===== src/pkg/psr_cfg.svh =====
/*
 * offsets, field positions, cancel word values and result codes of the
 * protocol sequence runner.
 * assumes a 16-bit register port with an 8-bit word address.
 */
`ifndef PSR_CFG_SVH
`define PSR_CFG_SVH

// register port addresses
`define PSR_CB_BASE0 8'h00
`define PSR_CB_BASE1 8'h20
`define PSR_ADDR_CMD 8'h40
`define PSR_ADDR_CANCEL0 8'h41
`define PSR_ADDR_CANCEL1 8'h42
`define PSR_ADDR_STATUS 8'h44
`define PSR_ADDR_MASK 8'h45
`define PSR_ADDR_STATE 8'h46

// control block layout, word indices
`define PSR_NWORDS 18
`define PSR_CB_RESULT 5'h00
`define PSR_CB_COUNT 5'h01
`define PSR_CB_PROTO0 5'h02
`define PSR_CB_PKT0 5'h0a
`define PSR_MAX_RUN 4'h8

// command word fields
`define PSR_CMD_CH_MSB 1
`define PSR_CMD_CH_LSB 0
`define PSR_CMD_CNT_MSB 7
`define PSR_CMD_CNT_LSB 4

// protocol number ranges
`define PSR_STORED_MIN 8'h01
`define PSR_STORED_MAX 8'h80
`define PSR_FUNC_MIN 8'hc9
`define PSR_FUNC_MAX 8'hcf

// result codes
`define PSR_OK 16'h0000
`define PSR_ERR_SIMUL 16'h7ff0
`define PSR_ERR_MODE 16'h7ff2
`define PSR_ERR_PARAM 16'h7ff1
`define PSR_ERR_CANCEL 16'h7ff3

// cancel word values
`define PSR_CAN_NONE 16'h0000
`define PSR_CAN_REQ 16'h0001
`define PSR_CAN_DONE 16'h0002

// interrupt status bits
`define PSR_NIRQ 6
`define PSR_IRQ_DONE0 0
`define PSR_IRQ_ERR0 2
`define PSR_IRQ_BADCMD 4
`define PSR_IRQ_CLASH 5

`endif


===== src/pkg/psr_pkg.sv =====
/*
 * types of the protocol sequence runner: sequencer states and the
 * state records of both modules.
 * assumes psr_cfg.svh is on the include path.
 */
`include "psr_cfg.svh"

package psr_pkg;

   // per-channel sequencer states, one-hot
   typedef enum logic [4:0] {
      ST_IDLE = 5'b00001,
      ST_CHECK = 5'b00010,
      ST_ISSUE = 5'b00100,
      ST_WAIT = 5'b01000,
      ST_FINISH = 5'b10000
   } psr_state_t;

   typedef logic [`PSR_NWORDS-1:0][15:0] psr_block_t;

   // whole state of the runner
   typedef struct packed {
      psr_block_t [1:0] cb;
      logic [1:0][15:0] cancel;
      psr_state_t [1:0] st;
      logic [1:0][3:0] slot;
      logic [1:0][3:0] cnt;
      logic [1:0][7:0] proto_num;
      logic [1:0] fin;
      logic [1:0] fail;
      logic [15:0] rdata;
      logic [`PSR_NIRQ-1:0] irq_st;
      logic [`PSR_NIRQ-1:0] mask;
   } psr_state_rec_t;

   // whole state of the scan flag stage
   typedef struct packed {
      logic pend;
      logic pend_fail;
      logic done;
      logic err;
   } psr_flag_t;

endpackage


===== src/design/psr_runner.sv =====
/*
 * protocol sequence runner: runs up to eight stored protocols in a
 * row on one of two serial channels and reports through a control
 * block per channel, end-of-scan flags and an interrupt.
 * assumes an external protocol engine per channel, a one-cycle
 * scan_end pulse and a register port with read data one cycle late.
 */
// How it works
// RULE1 - channel selector 1 or 2 only
// RULE2 - run count lies between one and eight
// RULE3 - result word zero, else last error
// RULE4 - execution count includes failed protocols
// RULE5 - invalid setup stores zero count, runs nothing
// RULE6 - requester fills protocol numbers, valid ranges
// RULE7 - receiving slot stores matched packet number
// RULE8 - failed, functional, or unrun slots store zero
// RULE9 - error stops sequence, later slots skipped
// RULE10 - second run on busy channel ignored
// RULE11 - reinit overlap fails the later command
// RULE12 - other protocol-mode command use fails run
// RULE13 - done flag lasts one scan
// RULE14 - error flag only on failure, one scan
// RULE15 - stored protocols run per block, chosen channel
// RULE16 - cancel word aborts run, answers two
// RULE17 - words written before done flag rises
`timescale 1ns/10ps
`default_nettype none
`include "psr_cfg.svh"

module psr_runner
   import psr_pkg::*;
(
   input wire logic core_clk,
   input wire logic nrst,
   input wire logic [7:0] reg_addr,
   input wire logic [15:0] reg_wdata,
   input wire logic reg_wr,
   input wire logic reg_rd,
   output logic [15:0] reg_rdata,
   input wire logic scan_end,
   input wire logic [1:0] reinit_busy,
   input wire logic [1:0] reinit_req,
   output logic [1:0] reinit_reject,
   input wire logic [1:0] mode_conflict,
   output logic [1:0] proto_start,
   output logic [1:0][7:0] proto_num,
   output logic [1:0] proto_abort,
   input wire logic [1:0] proto_done,
   input wire logic [1:0][15:0] proto_err,
   input wire logic [1:0] proto_rx,
   input wire logic [1:0][4:0] proto_pkt,
   output logic [1:0] busy,
   output logic [1:0] done_flag,
   output logic [1:0] err_flag,
   output logic irq
);

   psr_state_rec_t q;
   psr_state_rec_t d;
   logic [1:0] params_ok;
   logic [`PSR_NIRQ-1:0] sts_set;
   logic cmd_go;
   logic [1:0] cmd_ch;
   logic [3:0] next_slot;

   // protocol number is a stored or a functional one
   function automatic logic valid_proto(input logic [15:0] num);
      valid_proto = (num >= {8'h00, `PSR_STORED_MIN} &&
                     num <= {8'h00, `PSR_STORED_MAX}) ||
                    (num >= {8'h00, `PSR_FUNC_MIN} &&
                     num <= {8'h00, `PSR_FUNC_MAX});
   endfunction

   // functional protocols never report a packet number
   function automatic logic is_func(input logic [7:0] num);
      is_func = num >= `PSR_FUNC_MIN && num <= `PSR_FUNC_MAX;
   endfunction

   // word index of a slot relative to a field start
   function automatic logic [4:0] slot_word(input logic [4:0] base,
                                            input logic [3:0] slot);
      slot_word = base + {1'b0, slot};
   endfunction

   // address hits control block ch at a valid word
   function automatic logic cb_hit(input logic [7:0] addr,
                                   input logic ch);
      cb_hit = addr[7:6] == 2'h0 && addr[5] == ch &&
               addr[4:0] < 5'(`PSR_NWORDS);
   endfunction

   // run count and every used protocol slot must be legal
   function automatic logic check_block(input logic [3:0] cnt,
                                        input psr_block_t blk);
      int i;
      check_block = cnt >= 4'h1 && cnt <= `PSR_MAX_RUN;   // see RULE2
      for (i = 0; i < 8; i++) begin
         if (4'(i) < cnt &&
             !valid_proto(blk[slot_word(`PSR_CB_PROTO0, 4'(i))])) begin
            check_block = 1'b0;   // see RULE6
         end
      end
   endfunction

   assign params_ok[0] = check_block(q.cnt[0], q.cb[0]);
   assign params_ok[1] = check_block(q.cnt[1], q.cb[1]);
   assign cmd_go = reg_wr && reg_addr == `PSR_ADDR_CMD;
   assign cmd_ch = reg_wdata[`PSR_CMD_CH_MSB:`PSR_CMD_CH_LSB];

   // sequencers, control blocks, interrupt bits and register port
   always_comb begin
      d = q;
      d.rdata = 16'h0000;
      d.fin = 2'h0;
      sts_set = '0;
      next_slot = 4'h0;
      // software writes
      if (reg_wr) begin
         for (int c = 0; c < 2; c++) begin
            if (cb_hit(reg_addr, c[0])) begin
               d.cb[c][reg_addr[4:0]] = reg_wdata;
            end
         end
         case (reg_addr)
            `PSR_ADDR_CANCEL0: d.cancel[0] = reg_wdata;
            `PSR_ADDR_CANCEL1: d.cancel[1] = reg_wdata;
            `PSR_ADDR_MASK: d.mask = reg_wdata[`PSR_NIRQ-1:0];
            `PSR_ADDR_STATUS:
               d.irq_st = q.irq_st & ~reg_wdata[`PSR_NIRQ-1:0];
            default: ;
         endcase
      end
      // channel numbers other than one and two are refused
      if (cmd_go && cmd_ch != 2'h1 && cmd_ch != 2'h2) begin
         sts_set[`PSR_IRQ_BADCMD] = 1'b1;   // see RULE1
      end
      for (int c = 0; c < 2; c++) begin
         // reinit issued during a run is the later one and fails
         if (reinit_req[c] && q.st[c] != ST_IDLE) begin
            sts_set[`PSR_IRQ_CLASH] = 1'b1;   // see RULE11
         end
         case (q.st[c])
            ST_IDLE: begin
               if (cmd_go && cmd_ch == 2'(c + 1)) begin // see RULE10
                  d.cnt[c] = reg_wdata[`PSR_CMD_CNT_MSB:`PSR_CMD_CNT_LSB];
                  d.st[c] = ST_CHECK;
               end
               // cancel with nothing running completes at once
               if (q.cancel[c] == `PSR_CAN_REQ) begin
                  d.cancel[c] = `PSR_CAN_DONE;   // see RULE16
               end
            end
            ST_CHECK: begin
               // unrun slots read zero
               for (int i = 0; i < 8; i++) begin // see RULE8
                  d.cb[c][slot_word(`PSR_CB_PKT0, 4'(i))] = 16'h0000;
               end
               d.slot[c] = 4'h0;
               d.cb[c][`PSR_CB_COUNT] = 16'h0000;
               d.cb[c][`PSR_CB_RESULT] = `PSR_OK;
               d.fail[c] = 1'b1;
               d.st[c] = ST_FINISH;
               if (reinit_busy[c]) begin
                  d.cb[c][`PSR_CB_RESULT] = `PSR_ERR_SIMUL;   // see RULE11
               end else if (mode_conflict[c]) begin
                  d.cb[c][`PSR_CB_RESULT] = `PSR_ERR_MODE;   // see RULE12
               end else if (!params_ok[c]) begin
                  d.cb[c][`PSR_CB_RESULT] = `PSR_ERR_PARAM;   // see RULE5
               end else begin
                  d.fail[c] = 1'b0;
                  d.proto_num[c] = q.cb[c][`PSR_CB_PROTO0][7:0];
                  d.st[c] = ST_ISSUE;
               end
            end
            ST_ISSUE: begin
               d.st[c] = ST_WAIT;
            end
            ST_WAIT: begin
               if (proto_done[c]) begin
                  next_slot = q.slot[c] + 4'h1;
                  // failed protocols are counted too
                  d.cb[c][`PSR_CB_COUNT] = {12'h000, next_slot}; // see RULE4
                  if (q.cancel[c] == `PSR_CAN_REQ) begin
                     // forced end, later slots skipped
                     d.cb[c][`PSR_CB_RESULT] = `PSR_ERR_CANCEL; // see RULE16
                     d.cancel[c] = `PSR_CAN_DONE;
                     d.fail[c] = 1'b1;
                     d.st[c] = ST_FINISH;
                  end else if (proto_err[c] != `PSR_OK) begin
                     d.cb[c][`PSR_CB_RESULT] = proto_err[c];   // see RULE3
                     d.fail[c] = 1'b1;
                     d.st[c] = ST_FINISH;   // see RULE9
                  end else begin
                     d.cb[c][`PSR_CB_RESULT] = `PSR_OK;   // see RULE3
                     if (proto_rx[c] && !is_func(q.proto_num[c])) begin
                        d.cb[c][slot_word(`PSR_CB_PKT0, q.slot[c])] =
                           {11'h000, proto_pkt[c]};   // see RULE7
                     end
                     if (next_slot == q.cnt[c]) begin
                        d.st[c] = ST_FINISH;
                     end else begin
                        d.slot[c] = next_slot;
                        d.proto_num[c] =
                           q.cb[c][slot_word(`PSR_CB_PROTO0, next_slot)][7:0];
                        d.st[c] = ST_ISSUE;
                     end
                  end
               end
            end
            ST_FINISH: begin
               // words already stand when the finish is reported
               d.fin[c] = 1'b1;   // see RULE17
               d.st[c] = ST_IDLE;
            end
            default: begin
               d.st[c] = ST_IDLE;
            end
         endcase
         sts_set[`PSR_IRQ_DONE0 + c] = q.fin[c];
         sts_set[`PSR_IRQ_ERR0 + c] = q.fin[c] & q.fail[c];
      end
      // hardware events win over a clear in the same cycle
      d.irq_st = d.irq_st | sts_set;
      // register reads, answered in the next cycle
      if (reg_rd) begin
         for (int c = 0; c < 2; c++) begin
            if (cb_hit(reg_addr, c[0])) begin
               d.rdata = q.cb[c][reg_addr[4:0]];
            end
         end
         case (reg_addr)
            `PSR_ADDR_CANCEL0: d.rdata = q.cancel[0];
            `PSR_ADDR_CANCEL1: d.rdata = q.cancel[1];
            `PSR_ADDR_STATUS: d.rdata = {10'h000, q.irq_st};
            `PSR_ADDR_MASK: d.rdata = {10'h000, q.mask};
            `PSR_ADDR_STATE:
               d.rdata = {10'h000, err_flag, done_flag, busy};
            default: ;
         endcase
      end
   end

   // state register
   always_ff @(posedge core_clk or negedge nrst) begin
      if (!nrst) begin
         q <= '0;
         q.st <= {ST_IDLE, ST_IDLE};
      end else begin
         q <= d;
      end
   end

   // engine handshake and status outputs
   always_comb begin
      for (int c = 0; c < 2; c++) begin
         proto_start[c] = q.st[c] == ST_ISSUE;   // see RULE15
         proto_abort[c] = q.st[c] == ST_WAIT &&
                          q.cancel[c] == `PSR_CAN_REQ;   // see RULE16
         busy[c] = q.st[c] != ST_IDLE;
         reinit_reject[c] = reinit_req[c] && q.st[c] != ST_IDLE;
      end
   end

   assign proto_num = q.proto_num;
   assign reg_rdata = q.rdata;
   assign irq = |(q.irq_st & q.mask);

   // end-of-scan flags, one stage per channel
   psr_scan_flag u_flag0 (
      .core_clk(core_clk),
      .nrst(nrst),
      .scan_end(scan_end),
      .finish(q.fin[0]),
      .failed(q.fail[0]),
      .done_flag(done_flag[0]),
      .err_flag(err_flag[0])
   );

   psr_scan_flag u_flag1 (
      .core_clk(core_clk),
      .nrst(nrst),
      .scan_end(scan_end),
      .finish(q.fin[1]),
      .failed(q.fail[1]),
      .done_flag(done_flag[1]),
      .err_flag(err_flag[1])
   );
endmodule

`default_nettype wire


===== src/design/psr_scan_flag.sv =====
/*
 * end-of-scan flag stage for one channel: holds a finish until the
 * next end-of-scan step and shows done and error for one scan.
 * assumes scan_end is a one-cycle pulse per processor scan.
 */
`timescale 1ns/10ps
`default_nettype none

module psr_scan_flag
   import psr_pkg::*;
(
   input wire logic core_clk,
   input wire logic nrst,
   input wire logic scan_end,
   input wire logic finish,
   input wire logic failed,
   output logic done_flag,
   output logic err_flag
);

   psr_flag_t q;
   psr_flag_t d;

   // a finish waits for the end-of-scan step, then lasts one scan
   always_comb begin
      d = q;
      if (finish) begin
         d.pend = 1'b1;
         d.pend_fail = failed;
      end
      if (scan_end) begin
         d.done = q.pend | finish;   // see RULE13
         d.err = finish ? failed : (q.pend & q.pend_fail);   // see RULE14
         d.pend = 1'b0;
         d.pend_fail = 1'b0;
      end
   end

   // state register
   always_ff @(posedge core_clk or negedge nrst) begin
      if (!nrst) begin
         q <= '0;
      end else begin
         q <= d;
      end
   end

   assign done_flag = q.done;
   assign err_flag = q.err;
endmodule

`default_nettype wire


===== config.mk =====
export PLATFORM = sky130hd
export DESIGN_NAME = psr_runner
export DESIGN_NICKNAME = d
export VERILOG_FILES = /design/src/pkg/psr_pkg.sv /design/src/design/psr_runner.sv /design/src/design/psr_scan_flag.sv
export VERILOG_INCLUDE_DIRS = /design/src /design/src/pkg
export SDC_FILE = /design/constraint.sdc
export NUM_CORES = 2
export LEC_CHECK = 0
export ABC_AREA = 1
export ABC_CLOCK_PERIOD_IN_PS = 4050
export BUFFER_PORTS_ARGS = -buffer_cell sky130_fd_sc_hd__buf_4
export CAP_MARGIN = 5
export CELL_PAD_IN_SITES_DETAIL_PLACEMENT = 1
export CELL_PAD_IN_SITES_GLOBAL_PLACEMENT = 1
export CORE_ASPECT_RATIO = 1.2
export CORE_MARGIN = 2
export CORE_UTILIZATION = 38
export DETAILED_ROUTE_END_ITERATION = 10
export PLACE_DENSITY = 0.79
export SLEW_MARGIN = 20
export SYNTH_ARGS = -nofsm -noshare
export SYNTH_HDL_FRONTEND = slang
export SYNTH_SLANG_ARGS = --single-unit

===== constraint.sdc =====
create_clock -name core_clk -period 4.05 [get_ports core_clk]
set_input_delay 0.405 -clock core_clk [delete_from_list [all_inputs] [get_ports core_clk]]
set_output_delay 0.405 -clock core_clk [all_outputs]
set_load 0.03 [all_outputs]

==> impl_metrics.sql <==
INSERT INTO impl_metrics (metric_group, metric, value, unit) VALUES
('outcome', 'outcome', 'complete, no violations', ''),
('worst_setup_path', 'timing.critical_path.fanout_max', '19', ''),
('global_routing', 'grt_antenna_before_repair', '6', ''),
('sta', 'drv_slew', '0', ''),
('global_routing', 'grt_pass1_vias', '43278', ''),
('clocking', 'ctsLongestPathBuffers', '3', ''),
('worst_setup_path', 'worst_r2r_path_depth', '12', ''),
('sta', 'worst_clock_skew', '0.0251', 'ns'),
('sta', 'max-slew-margin-rel', '24.4', '%'),
('clocking', 'cts_tree', 'yes', ''),
('job', 'cap_viol_max_count', '0', ''),
('global_routing', 'grt_start_max_net_pins', '104', ''),
('logic_synthesis', 'synth.top_cell.area_share', '43.4', '%'),
('logic_synthesis', 'synthesis.yosys.warnings', '0', ''),
('worst_setup_path', 'worstPathArrival', '4.04', 'ns'),
('pwr', 'cellPowerDensity', '390', 'mW/mm²'),
('place', 'post-dp-hpwl', '142000', 'µm'),
('logic_synthesis', 'synth.ff_latch_count', '690', ''),
('final_layout', 'layout.nets', '5383', ''),
('die', 'initial_utilization', '38.4', '%'),
('clocking', 'h-tree-depth', '3', ''),
('final_layout', 'nFillCells', '12756', ''),
('sta', 'finalCritPeriodShare', '86.2', '%'),
('sta', 'finalCriticalPeriod', '3.49', 'ns'),
('drt', 'detail_route.drc_violations', '0', ''),
('final_layout', 'utilization', '43.4', '%'),
('place', 'portBuffers', '125', ''),
('final_layout', 'post_route_cells_drive_above_1_share', '10.1', '%'),
('sta', 'tns', '0', 'ns'),
('global_routing', 'grt_usage', '37.2', '%'),
('die', 'ioPinCount', '126', ''),
('drt', 'firstDrtPassIters', '8', ''),
('drt', 'post_drt_via_cell_ratio', '6.39', ''),
('drt', 'vias', '43025', ''),
('logic_synthesis', 'yosys.cell_types.count', '59', ''),
('pwr', 'power_leakage', '0.0200', 'µW'),
('drt', 'route.detailed.wl_per_inst', '30.2', 'µm'),
('logic_synthesis', 'synth_fp_nets', '5399', ''),
('place', 'placed_cells_incl_taps', '6576', ''),
('logic_synthesis', 'synth_top_flop_cell', 'dfrtp_1', ''),
('die', 'rows', '129', ''),
('logic_synthesis', 'synth_sequential_area_ratio', '43.5', '%'),
('die', 'die_area', '0.107', 'mm²'),
('global_routing', 'first_pass_grt_wire_length', '295000', 'µm'),
('final_layout', 'area_grow_syn2layout', '12.9', '%'),
('place', 'gp_congestion', '0.996', ''),
('sta', 'setup_viol', '0', ''),
('worst_setup_path', 'start_kind', 'register', ''),
('worst_setup_path', 'end_kind', 'register', ''),
('hold_path', 'min_delay_worst_endpoint', 'q[409]', ''),
('die', 'die_width', '299', 'µm'),
('logic_synthesis', 'asyncSetResetFlopFracSynth', '100', '%'),
('hold_path', 'hold-path-cell-count', '3', ''),
('global_routing', 'grt.overflow.total', '0', ''),
('worst_setup_path', 'reg2reg_to', 'q[189]', ''),
('logic_synthesis', 'syn_area_per_cell', '7.48', 'µm²'),
('logic_synthesis', 'synthTopCellsByArea', 'dfrtp_1, nand2_1, nor2_1', ''),
('clocking', 'cts_num_sinks', '690', ''),
('logic_synthesis', 'synth_edf_count', '0', ''),
('logic_synthesis', 'netlist.top_cell.by_area', 'dfrtp_1', ''),
('drt', 'routed_wire_length', '203000', 'µm'),
('clocking', 'post_cts.repair.setup_buffers', '0', ''),
('pwr', 'vdd_drop_max', '0.327', 'mV'),
('clocking', 'cts-buffers-inserted', '81', ''),
('hold_path', 'worst_hold_path_startpoint', 'proto_err[31]', ''),
('clocking', 'hold_fix_buffers_cts', '6', ''),
('drt', 'detailedRoute.firstIterationViolations', '5046', ''),
('final_layout', 'stdcell_count', '6731', ''),
('logic_synthesis', 'synth_cells', '5306', ''),
('sta', 'timing.fmax', '287', 'MHz'),
('logic_synthesis', 'syn_area', '0.0397', 'mm²');
through the flow:
stage / worst slack, ns / power [µW] / hold WS [ns]
floorplan: 1.07 / 8460 / 0.109
global placement: 0.605 / 9440 / 0.485
detailed placement: 0.579 / 9500 / 0.494
CTS: 0.706 / 17400 / 0.0122
global route: 0.452 / 17800 / 0.0370
finish: 0.560 / 17400 / 0.0322
cells by family after synthesis:
logic type | Yosys count | share of synthesized area, %
fa+ha+maj | 12 | 0.378
simple gates | 2116 | 22.7
buf+inv | 881 | 9.27
compound gates | 1599 | 24.0
xor+xnor | 6 | 0.132
flops | 690 | 43.5
mux | 2 | 0.0505
registers in the layout (all words and copies together) (netlist names):
| name | count |
|---|---|
| u_flag0.err_flag | 1 |
| q | 650 |
| u_flag0.q | 2 |
| u_flag1.err_flag | 1 |
| u_flag1.q | 2 |
| reg_rdata | 16 |
| u_flag0.done_flag | 1 |
| proto_num | 16 |
| u_flag1.done_flag | 1 |
cell type report:
cell class	instances	area, µm²	area share (%)
Clock inverter	22	322	0.718
Multi-Input combinational cell	3735	18800	41.9
Antenna cell	6	15.0	0.0335
Inverter	485	1820	4.07
Tap cell	1375	1720	3.84
Timing Repair Buffer	297	2390	5.34
Sequential cell	690	17300	38.6
Clock buffer	121	2480	5.54
worst max-delay path by stage:
| stage | start | to |
|---|---|---|
| after global placement | proto_err[15] | q[189] |
| after floorplan | q[56] | proto_num[2] |
| final | q[77] | q[189] |
| after detailed placement | proto_err[15] | q[189] |
| after CTS | proto_err[15] | q[189] |
| after global routing | proto_err[15] | q[250] |
per-layer routing:
metal  GRT usage (%)  share of wire [%]  up-vias
met1            43.9                 36    21523
met5               0             0.0093        -
met4            31.8                 10        4
met2            57.9                 45     2533
met3            8.07                9.1      849
li1                -                  -    18116
Yosys cell counts, types with 19 or more instances:
| cell type | number |
|---|---|
| nand3_1 | 334 |
| o21ai_0 | 510 |
| clkbuf_1 | 195 |
| nor3_1 | 57 |
| buf_2 | 112 |
| a31oi_1 | 19 |
| o2111ai_1 | 22 |
| o211ai_1 | 61 |
| inv_1 | 432 |
| buf_1 | 32 |
| nand2_1 | 856 |
| buf_4 | 52 |
| a22oi_1 | 84 |
| a21oi_1 | 399 |
| inv_2 | 36 |
| nand4_1 | 68 |
| dfrtp_1 | 688 |
| nor2_1 | 729 |
| a211oi_1 | 150 |
| o22ai_1 | 264 |
cell usage in the layout, fill, tap and decap left out, types with 84 or more instances in the layout:
master | synthesis | routed
nand2_1 | 856 | 853
nor2_1 | 729 | 726
dfrtp_1 | 688 | 686
o21ai_0 | 510 | 510
inv_1 | 432 | 430
a21oi_1 | 399 | 399
nand3_1 | 334 | 334
buf_4 | 52 | 279
o22ai_1 | 264 | 264
a211oi_1 | 150 | 150
clkbuf_16 | 0 | 85
a22oi_1 | 84 | 84
worst max-delay path, stage by stage, from the launching register on:
cell and delay (ns):
dfrtp_1 0.33, inv_1 0.07, nand4_1 0.11, nor2_1 0.06, nand2_1 0.37, nand2_1 0.28, nor2_2 0.44, buf_4 0.24
inv_1 0.10, nor3_1 0.39, nand2_1 0.56, o21ai_0 0.35, inv_1 0.06
where the power goes:
group	switching [µW]	total (µW)	leakage [µW]	internal [µW]
clock	3220	7950	0.00139	4730
combinational	1470	2040	0.00974	565
sequential	267	7460	0.00891	7200
total	4960	17400	0.0200	12500
(Power assumes the default switching activity.)
